==> src/rtl/at_bridge_pkg.sv <==
/*
  shared constants and types for the processor-to-expansion-bus cycle bridge.
  assumes both ends run on ref_clk at 25 MHz with synchronous reset.
*/
package at_bridge_pkg;
  localparam int unsigned REF_CLK_MHZ      = 25;
  // AT clock divider codes: divisor per select code, code 0 is the fixed clock
  localparam logic [2:0]  AT_CLK_FIXED     = 3'h0;
  localparam logic [3:0]  FIXED_DIV        = 4'h4;
  localparam logic [1:0]  WS16_SLOW        = 2'h2;
  localparam logic [1:0]  WS16_FAST        = 2'h1;
  localparam logic [2:0]  WS8_SLOW         = 3'h5;
  localparam logic [2:0]  WS8_FAST         = 3'h4;
  localparam logic [7:0]  LOW_MEM_TOP      = 8'h10;
  localparam int unsigned ADDR_W           = 32;

  typedef enum logic [2:0] {
    ST_IDLE  = 3'h0,
    ST_LOCAL = 3'h1,
    ST_CMD   = 3'h3,
    ST_WAIT  = 3'h7,
    ST_DONE  = 3'h5,
    ST_HOLD  = 3'h4
  } cyc_state_t;

  typedef struct packed {
    logic is_mem;
    logic is_write;
    logic is_data;
  } cyc_type_t;

  function automatic cyc_type_t decode_cycle(input logic m_io, input logic w_r,
                                             input logic d_c);
    cyc_type_t t;
    t.is_mem   = m_io;
    t.is_write = w_r;
    t.is_data  = d_c;
    return t;
  endfunction

  function automatic logic [3:0] clk_divisor(input logic [2:0] sel);
    logic [3:0] d;
    d = FIXED_DIV;
    case (sel)
      3'h1: d = 4'hA;
      3'h2: d = 4'h8;
      3'h3: d = 4'h6;
      3'h4: d = 4'h5;
      3'h5: d = 4'h4;
      3'h6: d = 4'h3;
      3'h7: d = 4'h2;
      default: d = FIXED_DIV;
    endcase
    return d;
  endfunction
endpackage

==> src/rtl/at_bridge_if.sv <==
/*
  signals between the processor side and the bridge.
  assumes the bench resolves nothing: all pins here are one-directional
  except the address bus, which carries separate in/out/enable signals.
*/
`timescale 1ns/1ps
interface at_bridge_if;
  logic        addr_strobe_n;
  logic        m_io;
  logic        w_r;
  logic        d_c;
  logic [3:0]  byte_enables_n;
  logic [31:0] addr_from_proc;
  logic [31:0] addr_to_proc;
  logic        addr_to_proc_oe;
  logic        proc_ready_n;
  logic        hold_req;
  logic        hold_ack;
  logic        nmi;
  logic        proc_irq;
  logic        addr20_mask_n;
  logic        proc_cache_en_n;
  logic        fp_error_n;
  logic        ignore_num_err_n;
  logic        burst_last_n;
  logic        burst_ready_n;
  logic        proc_error_out_n;
  logic        proc_busy_out_n;
  logic        proc_request_out;
  logic        proc_reset;

  modport bridge (
    input  addr_strobe_n, m_io, w_r, d_c, byte_enables_n, addr_from_proc,
    input  hold_ack, fp_error_n, burst_last_n,
    output addr_to_proc, addr_to_proc_oe, proc_ready_n, hold_req, nmi, proc_irq,
    output addr20_mask_n, proc_cache_en_n, ignore_num_err_n, burst_ready_n,
    output proc_error_out_n, proc_busy_out_n, proc_request_out, proc_reset
  );
  modport proc (
    output addr_strobe_n, m_io, w_r, d_c, byte_enables_n, addr_from_proc,
    output hold_ack, fp_error_n, burst_last_n,
    input  addr_to_proc, addr_to_proc_oe, proc_ready_n, hold_req, nmi, proc_irq,
    input  addr20_mask_n, proc_cache_en_n, ignore_num_err_n, burst_ready_n,
    input  proc_error_out_n, proc_busy_out_n, proc_request_out, proc_reset
  );
endinterface

==> src/rtl/at_clk_gen.sv <==
/*
  divides ref_clk to make the expansion bus clock and a one-cycle tick at
  each rising edge of it. assumes a synchronous active-high reset.
*/
`timescale 1ns/1ps
module at_clk_gen
  import at_bridge_pkg::*;
(
  input  wire logic       ref_clk,
  input  wire logic       sys_rst,
  input  wire logic [2:0] at_clk_select,
  output logic            at_bus_clk,
  output logic            at_tick
);
  typedef struct packed {
    logic [3:0] cnt;
    logic       clk;
    logic       tick;
  } gen_t;

  gen_t st_ff;
  gen_t nxt_st;
  logic [3:0] div;

  always_comb begin
    div = clk_divisor(at_clk_select); // RL23
    nxt_st = st_ff;
    nxt_st.tick = 1'b0;
    if (st_ff.cnt >= div - 4'h1) begin
      nxt_st.cnt  = 4'h0;
      nxt_st.clk  = 1'b1;
      nxt_st.tick = 1'b1;
    end else begin
      nxt_st.cnt = st_ff.cnt + 4'h1;
      if (st_ff.cnt + 4'h1 >= {1'b0, div[3:1]}) begin
        nxt_st.clk = 1'b0;
      end
    end
  end

  always_ff @(posedge ref_clk) begin
    if (sys_rst) begin
      st_ff <= '0;
    end else begin
      st_ff <= nxt_st;
    end
  end

  assign at_bus_clk = st_ff.clk;
  assign at_tick    = st_ff.tick;
endmodule

==> src/rtl/at_bridge_dev.sv <==
/*
  bridge end: processor cycle decode and termination, hold handshake,
  interrupt and coprocessor signalling, and expansion bus command timing.
  assumes the processor-side pins arrive through at_bridge_if; bus pins and
  asynchronous inputs pass two flip-flops before use.
*/
// Functional notes
// [RL1] processor strobe starts every cycle
// [RL2] cycle type from three definition inputs
// [RL3] ready low when cycle completes
// [RL4] hold request answered by held acknowledge
// [RL5] non-maskable interrupt output active high
// [RL6] irq output high while request pending
// [RL7] a20 mask high in reset, forces low
// [RL8] cache enable low on cacheable cycles; in alt_mode it stays high, or follows coprocessor error during reset
// [RL9] error input; ignore-error output provided
// [RL10] burst last ends burst at ready; the bridge ignores burst_last_n, burst_ready_n copies ready outside alt_mode and stays high in alt_mode
// [RL11] error out follows coprocessor during reset
// [RL12] busy and request pass through
// [RL13] local device claims, then signals ready
// [RL14] byte enables map to low address bits
// [RL15] drive address lines while processor held
// [RL16] bit0 output, low in wide dma
// [RL17] low-memory commands below 1MB only
// [RL18] commands output, input in master cycles
// [RL19] wide select sizes the cycle
// [RL20] zero-wait ends cycle at once
// [RL21] channel ready low inserts wait states
// [RL22] master takeover floats address and control
// [RL23] three-bit select picks bus clock
// [RL24] config bits select wait states
`timescale 1ns/1ps
module at_bridge_dev
  import at_bridge_pkg::*;
(
  input  wire logic       ref_clk,
  input  wire logic       sys_rst,
  at_bridge_if.bridge     pif,
  input  wire logic [2:0] at_clk_select,
  input  wire logic       ws16_fast,
  input  wire logic       ws8_fast,
  input  wire logic       alt_mode,
  input  wire logic       nmi_req,
  input  wire logic       irq_pending,
  input  wire logic       a20_gate,
  input  wire logic       cacheable,
  input  wire logic       bus_hold_req,
  input  wire logic       dma_cycle,
  input  wire logic       dma_wide,
  input  wire logic [31:0] hold_addr,
  input  wire logic       copro_error_n,
  input  wire logic       copro_busy_n,
  input  wire logic       copro_request,
  input  wire logic       local_dev_cycle_n,
  input  wire logic       local_dev_ready_n,
  input  wire logic       mem_wide_sel_n,
  input  wire logic       io_wide_sel_n,
  input  wire logic       zero_wait_n,
  input  wire logic       channel_ready,
  input  wire logic       master_n,
  input  wire logic       at_addr_bit0_in,
  output logic            at_bus_clk,
  output logic            at_addr_bit0,
  output logic            at_addr_bit1,
  output logic            high_byte_en_n,
  output logic            at_addr_oe,
  output logic            at_mem_read_n,
  output logic            at_mem_write_n,
  output logic            low_mem_read_n,
  output logic            low_mem_write_n,
  output logic            at_io_read_n,
  output logic            at_io_write_n,
  output logic            at_cmd_oe,
  output logic            copro_present
);
  localparam int unsigned N_SYNC = 11;

  typedef struct packed {
    logic [N_SYNC-1:0] s1;
    logic [N_SYNC-1:0] s2;
    cyc_state_t        state;
    cyc_type_t         cyc;
    logic              wide;
    logic              low_mem;
    logic [2:0]        ws_left;
    logic              rdy_n;
    logic              cmd_on;
    logic              ken_n;
    logic [1:0]        sa;
    logic              bhe_n;
    logic              in_reset;
    logic              copro_seen;
    logic              err_n;
  } dev_t;

  dev_t st_ff;
  dev_t nxt_st;
  logic at_tick;
  logic [N_SYNC-1:0] raw;
  logic ldc_n;
  logic ldr_n;
  logic mws_n;
  logic iws_n;
  logic zw_n;
  logic chrdy;
  logic mst_n;
  logic cpe_n;
  logic bz_n;
  logic prq;
  logic a0_in;

  at_clk_gen u_clk (
    .ref_clk      (ref_clk),
    .sys_rst      (sys_rst),
    .at_clk_select(at_clk_select),
    .at_bus_clk   (at_bus_clk),
    .at_tick      (at_tick)
  );

  assign raw = {at_addr_bit0_in, copro_request, copro_busy_n, copro_error_n, master_n,
                channel_ready, zero_wait_n, io_wide_sel_n, mem_wide_sel_n,
                local_dev_ready_n, local_dev_cycle_n};
  assign {a0_in, prq, bz_n, cpe_n, mst_n, chrdy, zw_n, iws_n, mws_n, ldr_n,
          ldc_n} = st_ff.s2;

  always_comb begin
    nxt_st = st_ff;
    nxt_st.s1 = raw;
    nxt_st.s2 = st_ff.s1;
    nxt_st.rdy_n = 1'b1;
    nxt_st.in_reset = 1'b0;
    nxt_st.err_n = 1'b1; // RL11
    if (st_ff.in_reset) begin
      nxt_st.copro_seen = !cpe_n; // RL11
    end
    case (st_ff.state)
      ST_IDLE: begin
        if (bus_hold_req) begin
          nxt_st.state = ST_HOLD;
        end else if (!pif.addr_strobe_n) begin // RL1
          nxt_st.cyc = decode_cycle(pif.m_io, pif.w_r, pif.d_c); // RL2
          nxt_st.ken_n = !(pif.m_io && cacheable); // RL8
          nxt_st.low_mem = pif.addr_from_proc[31:20] == '0; // RL17
          nxt_st.sa[1] = pif.byte_enables_n[1:0] == 2'h3; // RL14
          nxt_st.sa[0] = pif.byte_enables_n[0] &
                         (pif.byte_enables_n[2] | !pif.byte_enables_n[1]);
          nxt_st.bhe_n = pif.byte_enables_n[1] & pif.byte_enables_n[3];
          nxt_st.state = ST_LOCAL;
        end
      end
      ST_LOCAL: begin
        if (!ldc_n) begin // RL13
          if (!ldr_n) begin
            nxt_st.rdy_n = 1'b0;
            nxt_st.state = ST_DONE;
          end
        end else if (at_tick) begin
          nxt_st.wide = st_ff.cyc.is_mem ? !mws_n : !iws_n; // RL19
          nxt_st.ws_left = !(st_ff.cyc.is_mem ? !mws_n : !iws_n)
                           ? (ws8_fast ? WS8_FAST : WS8_SLOW)
                           : {1'b0, ws16_fast ? WS16_FAST : WS16_SLOW}; // RL24
          nxt_st.cmd_on = 1'b1;
          nxt_st.state = ST_CMD;
        end
      end
      ST_CMD: begin
        if (!zw_n) begin // RL20
          nxt_st.cmd_on = 1'b0;
          nxt_st.rdy_n = 1'b0;
          nxt_st.state = ST_DONE;
        end else if (at_tick) begin
          if (st_ff.ws_left != 3'h0) begin
            nxt_st.ws_left = st_ff.ws_left - 3'h1;
          end else begin
            nxt_st.state = ST_WAIT;
          end
        end
      end
      ST_WAIT: begin
        if (!zw_n || (chrdy && at_tick)) begin // RL21
          nxt_st.cmd_on = 1'b0;
          nxt_st.rdy_n = 1'b0; // RL3
          nxt_st.state = ST_DONE;
        end
      end
      ST_DONE: begin
        nxt_st.ken_n = 1'b1;
        nxt_st.state = ST_IDLE;
      end
      ST_HOLD: begin
        if (!bus_hold_req) begin
          nxt_st.state = ST_IDLE;
        end
      end
      default: nxt_st.state = ST_IDLE;
    endcase
  end

  always_ff @(posedge ref_clk) begin
    if (sys_rst) begin
      st_ff <= '0;
      // synchronisers keep sampling so the coprocessor level is valid at release
      st_ff.s1 <= raw;
      st_ff.s2 <= st_ff.s1;
      st_ff.state <= ST_IDLE;
      st_ff.rdy_n <= 1'b1;
      st_ff.ken_n <= 1'b1;
      st_ff.bhe_n <= 1'b1;
      st_ff.in_reset <= 1'b1;
      st_ff.err_n <= 1'b1;
    end else begin
      st_ff <= nxt_st;
    end
  end

  // processor side
  assign pif.proc_ready_n     = st_ff.rdy_n; // RL3
  assign pif.hold_req         = st_ff.state == ST_HOLD; // RL4
  assign pif.addr_to_proc     = hold_addr;
  assign pif.addr_to_proc_oe  = pif.hold_req && pif.hold_ack; // RL15
  assign pif.nmi              = nmi_req; // RL5
  assign pif.proc_irq         = irq_pending; // RL6
  assign pif.addr20_mask_n    = st_ff.in_reset | a20_gate; // RL7
  assign pif.proc_cache_en_n  = alt_mode ? (st_ff.in_reset ? cpe_n : 1'b1) : st_ff.ken_n; // RL8
  assign pif.ignore_num_err_n = alt_mode ? !prq : pif.fp_error_n; // RL9
  assign pif.burst_ready_n    = alt_mode ? 1'b1 : st_ff.rdy_n; // RL10
  assign pif.proc_error_out_n = st_ff.in_reset ? cpe_n : 1'b1; // RL11
  assign pif.proc_busy_out_n  = alt_mode ? bz_n : 1'b1; // RL12
  assign pif.proc_request_out = alt_mode & prq; // RL12
  assign pif.proc_reset       = st_ff.in_reset;
  assign copro_present        = st_ff.copro_seen;

  // expansion bus side
  assign at_addr_oe      = mst_n; // RL22
  assign at_cmd_oe       = mst_n; // RL18
  assign at_addr_bit0    = !mst_n ? a0_in : // RL16
                           (dma_cycle && dma_wide) ? 1'b0 : st_ff.sa[0];
  assign at_addr_bit1    = st_ff.sa[1];
  assign high_byte_en_n  = st_ff.bhe_n;
  assign at_mem_read_n   = !(st_ff.cmd_on && st_ff.cyc.is_mem && !st_ff.cyc.is_write);
  assign at_mem_write_n  = !(st_ff.cmd_on && st_ff.cyc.is_mem && st_ff.cyc.is_write);
  assign low_mem_read_n  = at_mem_read_n | !st_ff.low_mem; // RL17
  assign low_mem_write_n = at_mem_write_n | !st_ff.low_mem;
  assign at_io_read_n    = !(st_ff.cmd_on && !st_ff.cyc.is_mem && !st_ff.cyc.is_write);
  assign at_io_write_n   = !(st_ff.cmd_on && !st_ff.cyc.is_mem && st_ff.cyc.is_write);
endmodule

==> src/flat_wrapper.sv <==
// flat-port wrapper written by rule: the top's interface ports become plain ports
module at_bridge_dev_flat import at_bridge_pkg::*;
  (ref_clk, sys_rst, at_clk_select, ws16_fast, ws8_fast, alt_mode, nmi_req, irq_pending, a20_gate, cacheable, bus_hold_req, dma_cycle, dma_wide, hold_addr, copro_error_n, copro_busy_n, copro_request, local_dev_cycle_n, local_dev_ready_n, mem_wide_sel_n, io_wide_sel_n, zero_wait_n, channel_ready, master_n, at_addr_bit0_in, at_bus_clk, at_addr_bit0, at_addr_bit1, high_byte_en_n, at_addr_oe, at_mem_read_n, at_mem_write_n, low_mem_read_n, low_mem_write_n, at_io_read_n, at_io_write_n, at_cmd_oe, copro_present, pif_addr_strobe_n, pif_m_io, pif_w_r, pif_d_c, pif_byte_enables_n, pif_addr_from_proc, pif_hold_ack, pif_fp_error_n, pif_burst_last_n, pif_addr_to_proc, pif_addr_to_proc_oe, pif_proc_ready_n, pif_hold_req, pif_nmi, pif_proc_irq, pif_addr20_mask_n, pif_proc_cache_en_n, pif_ignore_num_err_n, pif_burst_ready_n, pif_proc_error_out_n, pif_proc_busy_out_n, pif_proc_request_out, pif_proc_reset);
  at_bridge_if pif_i ();
  input  wire logic ref_clk;
  input  wire logic sys_rst;
  input  wire logic [2:0] at_clk_select;
  input  wire logic ws16_fast;
  input  wire logic ws8_fast;
  input  wire logic alt_mode;
  input  wire logic nmi_req;
  input  wire logic irq_pending;
  input  wire logic a20_gate;
  input  wire logic cacheable;
  input  wire logic bus_hold_req;
  input  wire logic dma_cycle;
  input  wire logic dma_wide;
  input  wire logic [31:0] hold_addr;
  input  wire logic copro_error_n;
  input  wire logic copro_busy_n;
  input  wire logic copro_request;
  input  wire logic local_dev_cycle_n;
  input  wire logic local_dev_ready_n;
  input  wire logic mem_wide_sel_n;
  input  wire logic io_wide_sel_n;
  input  wire logic zero_wait_n;
  input  wire logic channel_ready;
  input  wire logic master_n;
  input  wire logic at_addr_bit0_in;
  output logic at_bus_clk;
  output logic at_addr_bit0;
  output logic at_addr_bit1;
  output logic high_byte_en_n;
  output logic at_addr_oe;
  output logic at_mem_read_n;
  output logic at_mem_write_n;
  output logic low_mem_read_n;
  output logic low_mem_write_n;
  output logic at_io_read_n;
  output logic at_io_write_n;
  output logic at_cmd_oe;
  output logic copro_present;
  input wire logic [$bits(pif_i.addr_strobe_n)-1:0] pif_addr_strobe_n;
  input wire logic [$bits(pif_i.m_io)-1:0] pif_m_io;
  input wire logic [$bits(pif_i.w_r)-1:0] pif_w_r;
  input wire logic [$bits(pif_i.d_c)-1:0] pif_d_c;
  input wire logic [$bits(pif_i.byte_enables_n)-1:0] pif_byte_enables_n;
  input wire logic [$bits(pif_i.addr_from_proc)-1:0] pif_addr_from_proc;
  input wire logic [$bits(pif_i.hold_ack)-1:0] pif_hold_ack;
  input wire logic [$bits(pif_i.fp_error_n)-1:0] pif_fp_error_n;
  input wire logic [$bits(pif_i.burst_last_n)-1:0] pif_burst_last_n;
  output wire logic [$bits(pif_i.addr_to_proc)-1:0] pif_addr_to_proc;
  output wire logic [$bits(pif_i.addr_to_proc_oe)-1:0] pif_addr_to_proc_oe;
  output wire logic [$bits(pif_i.proc_ready_n)-1:0] pif_proc_ready_n;
  output wire logic [$bits(pif_i.hold_req)-1:0] pif_hold_req;
  output wire logic [$bits(pif_i.nmi)-1:0] pif_nmi;
  output wire logic [$bits(pif_i.proc_irq)-1:0] pif_proc_irq;
  output wire logic [$bits(pif_i.addr20_mask_n)-1:0] pif_addr20_mask_n;
  output wire logic [$bits(pif_i.proc_cache_en_n)-1:0] pif_proc_cache_en_n;
  output wire logic [$bits(pif_i.ignore_num_err_n)-1:0] pif_ignore_num_err_n;
  output wire logic [$bits(pif_i.burst_ready_n)-1:0] pif_burst_ready_n;
  output wire logic [$bits(pif_i.proc_error_out_n)-1:0] pif_proc_error_out_n;
  output wire logic [$bits(pif_i.proc_busy_out_n)-1:0] pif_proc_busy_out_n;
  output wire logic [$bits(pif_i.proc_request_out)-1:0] pif_proc_request_out;
  output wire logic [$bits(pif_i.proc_reset)-1:0] pif_proc_reset;
  assign pif_i.addr_strobe_n = pif_addr_strobe_n;
  assign pif_i.m_io = pif_m_io;
  assign pif_i.w_r = pif_w_r;
  assign pif_i.d_c = pif_d_c;
  assign pif_i.byte_enables_n = pif_byte_enables_n;
  assign pif_i.addr_from_proc = pif_addr_from_proc;
  assign pif_i.hold_ack = pif_hold_ack;
  assign pif_i.fp_error_n = pif_fp_error_n;
  assign pif_i.burst_last_n = pif_burst_last_n;
  assign pif_addr_to_proc = pif_i.addr_to_proc;
  assign pif_addr_to_proc_oe = pif_i.addr_to_proc_oe;
  assign pif_proc_ready_n = pif_i.proc_ready_n;
  assign pif_hold_req = pif_i.hold_req;
  assign pif_nmi = pif_i.nmi;
  assign pif_proc_irq = pif_i.proc_irq;
  assign pif_addr20_mask_n = pif_i.addr20_mask_n;
  assign pif_proc_cache_en_n = pif_i.proc_cache_en_n;
  assign pif_ignore_num_err_n = pif_i.ignore_num_err_n;
  assign pif_burst_ready_n = pif_i.burst_ready_n;
  assign pif_proc_error_out_n = pif_i.proc_error_out_n;
  assign pif_proc_busy_out_n = pif_i.proc_busy_out_n;
  assign pif_proc_request_out = pif_i.proc_request_out;
  assign pif_proc_reset = pif_i.proc_reset;
  at_bridge_dev u_core (.ref_clk(ref_clk), .sys_rst(sys_rst), .pif(pif_i), .at_clk_select(at_clk_select), .ws16_fast(ws16_fast), .ws8_fast(ws8_fast), .alt_mode(alt_mode), .nmi_req(nmi_req), .irq_pending(irq_pending), .a20_gate(a20_gate), .cacheable(cacheable), .bus_hold_req(bus_hold_req), .dma_cycle(dma_cycle), .dma_wide(dma_wide), .hold_addr(hold_addr), .copro_error_n(copro_error_n), .copro_busy_n(copro_busy_n), .copro_request(copro_request), .local_dev_cycle_n(local_dev_cycle_n), .local_dev_ready_n(local_dev_ready_n), .mem_wide_sel_n(mem_wide_sel_n), .io_wide_sel_n(io_wide_sel_n), .zero_wait_n(zero_wait_n), .channel_ready(channel_ready), .master_n(master_n), .at_addr_bit0_in(at_addr_bit0_in), .at_bus_clk(at_bus_clk), .at_addr_bit0(at_addr_bit0), .at_addr_bit1(at_addr_bit1), .high_byte_en_n(high_byte_en_n), .at_addr_oe(at_addr_oe), .at_mem_read_n(at_mem_read_n), .at_mem_write_n(at_mem_write_n), .low_mem_read_n(low_mem_read_n), .low_mem_write_n(low_mem_write_n), .at_io_read_n(at_io_read_n), .at_io_write_n(at_io_write_n), .at_cmd_oe(at_cmd_oe), .copro_present(copro_present));
endmodule
==> config.mk <==
export PLATFORM = sky130hd
export DESIGN_NAME = at_bridge_dev_flat
export DESIGN_NICKNAME = d
export VERILOG_FILES = /design/src/rtl/at_bridge_pkg.sv /design/src/rtl/at_bridge_if.sv /design/src/rtl/at_clk_gen.sv /design/src/rtl/at_bridge_dev.sv /design/src/flat_wrapper.sv
export SDC_FILE = /design/constraint.sdc
export NUM_CORES = 1
export LEC_CHECK = 0
export BUFFER_PORTS_ARGS = -buffer_cell sky130_fd_sc_hd__buf_4
export CORE_AREA = 4 4 72 87
export CTS_BUF_LIST = sky130_fd_sc_hd__clkbuf_8
export DETAILED_ROUTE_END_ITERATION = 6
export DIE_AREA = 0 0 76 91
export PLACE_DENSITY = 0.8
export SYNTH_ARGS = -nofsm -noshare
export SYNTH_HDL_FRONTEND = slang
export SYNTH_HIERARCHICAL = 1
export SYNTH_SLANG_ARGS = --single-unit
==> constraint.sdc <==
create_clock -name ref_clk -period 2.55 [get_ports ref_clk]
set_input_delay 0.3825 -clock ref_clk [delete_from_list [all_inputs] [get_ports ref_clk]]
set_output_delay 0.3825 -clock ref_clk [all_outputs]
set_load 0.01 [all_outputs]
After elaboration in Yosys (flattened, before gate mapping). Cells that the tools add are included.

Register bits: 46. Latch bits: 0. RAM bits: 0. ROM bits: 0. Output and inout port bits: 58. Logic and storage cells: 141. Memories: 0.

Add/sub/neg operators: 3. Multiply operators: 0. Div/mod/pow operators: 0. Magnitude comparators: 2. Equality and inequality tests: 27. Shift-type cells: 0. Multiplexer cells: 44. Bitwise gates (word level): 9. Reduce and logical (&&, ||, !) cells: 38.

Operator list (number): $mux W3 (16); $pmux W4 S6 (1); $eq A3 B3 Y1 const B (6); $mux W1 (17); $ne A3 B3 Y1 const B (5); $pmux W3 S5 (1); $logic_not A1 Y1 (14); $logic_not A12 Y1 (1); $ne A2 B2 Y1 const B (6); $logic_and A1 B1 Y1 (10); $eq A3 B2 Y1 const B (3); $mux W4 (2); $ne A2 B1 Y1 const B (4); $reduce_and A7 Y1 (1); $eq A3 B1 Y1 const B (2); $mux W2 (3); $mux W6 (1); $pmux W2 S3 (1); $pmux W3 S2 (1); $reduce_and A3 Y1 (2); $reduce_and A6 Y1 (1); $reduce_bool A2 Y1 (3); $reduce_bool A3 Y1 (2); $reduce_and A5 Y1 (1); 13 further kinds (19).

Depth between registers and ports, before layout.
Word-level depth: 6. Depth in mapped cells: 8.

Cells and area by module. Netlist, hierarchy kept.

By module, submodules not included: at_bridge_dev (times used 1, cells each 193, area each 1764.2 um2, sequential area each 780.7 um2); at_clk_gen (times used 1, cells each 44, area each 459.2 um2, sequential area each 120.1 um2).

Worst setup path after synthesis. OpenSTA, ideal clock, no wires.

Path kind: input port to flip-flop. From: input at_clk_select[2]. To: register u_core.u_clk.st_ff (netlist bit u_core/u_clk/at_bus_clk). Data arrival time: 1814 ps. Data required time: 2419 ps. Setup slack: 604 ps. Stages: 8. Path buffers: 0. Path through: nand2b_1 -> and2_1 -> ha_1 -> xor2_1 -> ha_1 -> o21a_1 -> nor2_1 -> o32ai_1.

Cells in the longest elaborated chain, start to end: 5. Elaborated cells on any way between the ends: 12. Classes of those cells: 1 x add/sub; 2 x order compare; 6 x eq/ne; 2 x mux; 1 x reduce/logical.

RTL lines: start: declaration (RTL line flat_wrapper.sv:7) `input wire logic [2:0] at_clk_select;`; $eq A3 B3 Y1, or another cell as far along (RTL line at_bridge_pkg.sv:44) `case (sel)`; $pmux W4 S6 * (RTL line at_bridge_pkg.sv:44); $sub A4 B1 Y4 (RTL line at_clk_gen.sv:29) `if (st_ff.cnt >= div - 4'h1) begin`; $ge A4 B4 Y1 (RTL line at_clk_gen.sv:29); $mux W1 / $reduce_bool A2 Y1 (equally long branches); end signal: assignment (RTL line at_clk_gen.sv:45) `st_ff <= nxt_st;`; end: declaration (RTL line at_clk_gen.sv:21) `gen_t st_ff;`.

Every way passes the cells marked *; elsewhere a longest branch is shown, timed or not. A chain may end at the register's enable or synchronous reset.

Final worst setup path.
From: input at_clk_select[2]. To: register u_core/u_clk/st_ff[2] (netlist bit).

Cells in the longest elaborated chain, start to end: 5. Elaborated cells on any way between the ends: 10. Classes of those cells: 1 x add/sub; 1 x order compare; 6 x eq/ne; 1 x mux; 1 x reduce/logical.

RTL lines (RTL line): $eq A3 B3 Y1, or another cell as far along (at_bridge_pkg.sv:44); $pmux W4 S6 * (at_bridge_pkg.sv:44); $sub A4 B1 Y4 * (at_clk_gen.sv:29); $ge A4 B4 Y1 * (at_clk_gen.sv:29); $reduce_or A2 Y1 (no source line) *.

Marked as above.

==> flow_summary.ini <==
[global_route]
grt_overflow_total = 0
track_usage_pct = 13.05
grt_pass1_wl_mm = 7.396
antenna_found_initial = 0
grt_max_degree = 23
grt_pass1_vias = 1627

[worst_setup_path]
path_max_fanout = 6
path_delay_family = simple AND/OR/NAND/NOR gates
cp.required_ns = 2.80
worstPathCellList = buf_4 > nand2b_1 > and2_1 > ha_1 > xor2_1 > ha_1 > o21a_1 > nor2_1 > o211a_1
path_common_cell = ha_1
cp-start-kind = input port
max_stage_delay_ns = 0.30
cpMaxStageDelayCell = nor2_1
crit_arrival_ns = 2.17
critPathBufInv = 1
cp-end-kind = register
worst-setup-path-type = in2reg

[layout]
area_growth_pct = 16.32
nNetsFinal = 381
finalInstanceArea_um2 = 2586
largest_register_ffs = 13
drive_gt1_share_pct = 31.48
largest_register = u_core/st_ff
fillers = 518
num_antenna_cells = 0

[sta]
fin_ws_ns = 0.6309
fin_crit_sh_pct = 75.26
setup_viol_count_final = 0
fin_worst_skew_ns = 0.01202
fmax_mhz = 521.1
layout_min_cycle_time_ns = 1.919
maxSlewHeadroom_pct = 67.53
rsz0062_at_grt = false
slew_violations = 0
hold_ws_ns = 0.1789
finalHoldViolations = 0
worst_pin_slew_ns = 0.4864
tns_ns = 0

[synth]
synth-seq-area-share_pct = 40.52
async_flop_share_pct = 0
synth_edf_count = 0
avgSynthCellArea_um2 = 9.381
synth_cell_types = 49
syn_area_um2 = 2223
synthesis.instances = 237
ys_ff_latch = 45
synth-main-ff-cell = dfxtp_1
syn_nets = 349
yosysWarnings = 6

[detailed_routing]
via_per_inst = 5.108
drt-pass1-iter-count = 4
vias = 1696
drc_errors = 0
ant_nets = 0
wl_per_cell_um = 14.04
drt_iter0_markers = 29
drt-total-wl_mm = 4.660

[place]
dp_hpwl_mm = 3.742
dp_slack_ns = 0.3093
portBuffers = 68
gp_congestion = 0.8217
dpl_cell_area_um2 = 2496

[cts]
cts.htree.levels = 2
cts_tree = yes
cts_setup_buffers = 0
root_buffer = clkbuf_8
path_clk_slew_ns = 0.09
clk_latency_ns = 0.30
numCtsBuffers = 5
hold_buffers = 0
cts_buffer_depth = 2
ctsResizeCount = 0
cts_sinks = 45

[run_status]
outcome = complete, no violations

[pwr]
p_per_area_nw_per_um2 = 609.5
peakVddDrop_mv = 0.3140
p_leak_nw = 1.145

[min_path]
hold_path_class = in2reg

[floorplanning]
start_util_pct = 41.68
dieArea_um2 = 6916
core_um2 = 5334
dieHeight_um = 91
die_w_um = 76
row_count = 29
ios = 159

[run]
maxCapViolations = 0
## power breakdown
| part | leakage, nW | switching [W] | internal [W] |
|---|---|---|---|
| sequential | 0.373 | 0.0000419 | 0.000753 |
| clock | 0.0445 | 0.000244 | 0.000194 |
| combinational | 0.727 | 0.000159 | 0.000184 |
## final timing paths
kind	slack, ns	startpoint	end	cells past startpoint
setup / recovery	0.63	at_clk_select[2]	u_core/u_clk/st_ff[2]	9
hold / removal	0.18	copro_request	u_core/nxt_st[29]	1
setup reg to reg	0.86	u_core/st_ff[18]	u_core/high_byte_en_n	4
hold reg to reg	0.33	u_core/nxt_st[25]	u_core/chrdy	0
## layout make-up
class / count / area [µm²] / area share [%]
flip-flops and latches: 45 / 900.9 / 34.83
well taps: 62 / 77.57 / 3.000
repair buffers: 68 / 510.5 / 19.74
clock inverters: 3 / 21.27 / 0.8224
multi-input cells: 138 / 965.9 / 37.35
inverters: 11 / 41.29 / 1.597
clock buffers: 5 / 68.82 / 2.661
## synthesized netlist by cell type (2+ instances only)
cell / instances / share of area (%)
nor2b_1: 3 / 0.84
nand2b_1: 7 / 2.0
or2_2: 3 / 0.84
buf_4: 36 / 12
mux2i_1: 2 / 0.90
o211a_1: 4 / 1.8
nand2_1: 10 / 1.7
o21ai_0: 10 / 2.3
xnor2_1: 2 / 0.79
nand3b_1: 5 / 1.7
nor4_1: 3 / 0.84
dfxtp_1: 45 / 41
and3_1: 3 / 0.84
nor3_1: 6 / 1.4
nand4_1: 3 / 0.84
a21oi_1: 12 / 2.7
buf_6: 2 / 1.0
nor3b_1: 5 / 1.7
xor2_1: 3 / 1.2
inv_1: 11 / 1.9
nor2_1: 11 / 1.9
nand3_1: 7 / 1.6
buf_2: 3 / 0.68
and2_1: 4 / 1.1
a211oi_1: 2 / 0.68
clkbuf_1: 2 / 0.34
ha_1: 11 / 6.2
## layout by cell type (no fill, tap or decap), drive strengths merged, types with 2 or more instances in the layout
cell	synthesis	layout
nand4	3	3
xnor2	2	2
inv	11	12
and2	5	5
a21oi	12	12
xor2	3	3
nor3b	5	5
mux2i	2	2
ha	11	11
nand2	10	10
nor2	11	11
clkbuf	2	5
and3	3	3
nor4	3	3
nand3b	5	5
nand2b	8	8
nand3	7	7
a211oi	2	2
mux2	2	2
buf	41	68
nor2b	3	3
dfxtp	45	45
or2	3	3
o21ai	10	10
nor3	6	6
o211a	4	4
## routing by layer
metal / vias to the layer above / share of wire (%) / track usage (%) / wire length (µm)
li1: 849 / - / - / -
met1: 761 / 35 / 11.43 / 1634
met2: 70 / 54 / 25.21 / 2518
met3: 16 / 8.7 / 5.248 / 405
met4: 0 / 2.2 / 6.083 / 101
met5: - / 0 / 0 / 0
## cells by family (layout without fill, tap and decap cells)
| kind of cell | count (synthesis) | count (layout) | share of synthesized area [%] |
|---|---|---|---|
| XOR/XNOR | 5 | 5 | 1.970 |
| flip-flops | 45 | 45 | 40.52 |
| multiplexers | 4 | 4 | 2.082 |
| AO/OA/AOI/OAI | 41 | 41 | 13.17 |
| buffers and inverters | 54 | 87 | 16.04 |
| AND/OR/NAND/NOR | 77 | 77 | 20.03 |
| adder cells (fa/ha/maj) | 11 | 11 | 6.190 |
## worst reg2reg max path, stage by stage, from the launching register on
cell and delay [ns]:
dfxtp_1 0.63, nor2_1 0.18, and3_1 0.30, and3_1 0.22
a211o_1 0.25
## metrics by stage
| stage | utilization [%] | instances | total power, W |
|---|---|---|---|
| after floorplan | - | 237 | 0.001076 |
| final | 48.49 | 332 | 0.001576 |
| after global routing | 48.49 | 332 | 0.001663 |
| after detailed placement | 46.80 | 324 | 0.001154 |
| after CTS | 48.49 | 332 | 0.001593 |
| after global placement | 46.80 | 324 | 0.001140 |
Note: power is estimated with default switching activity, not from simulation.
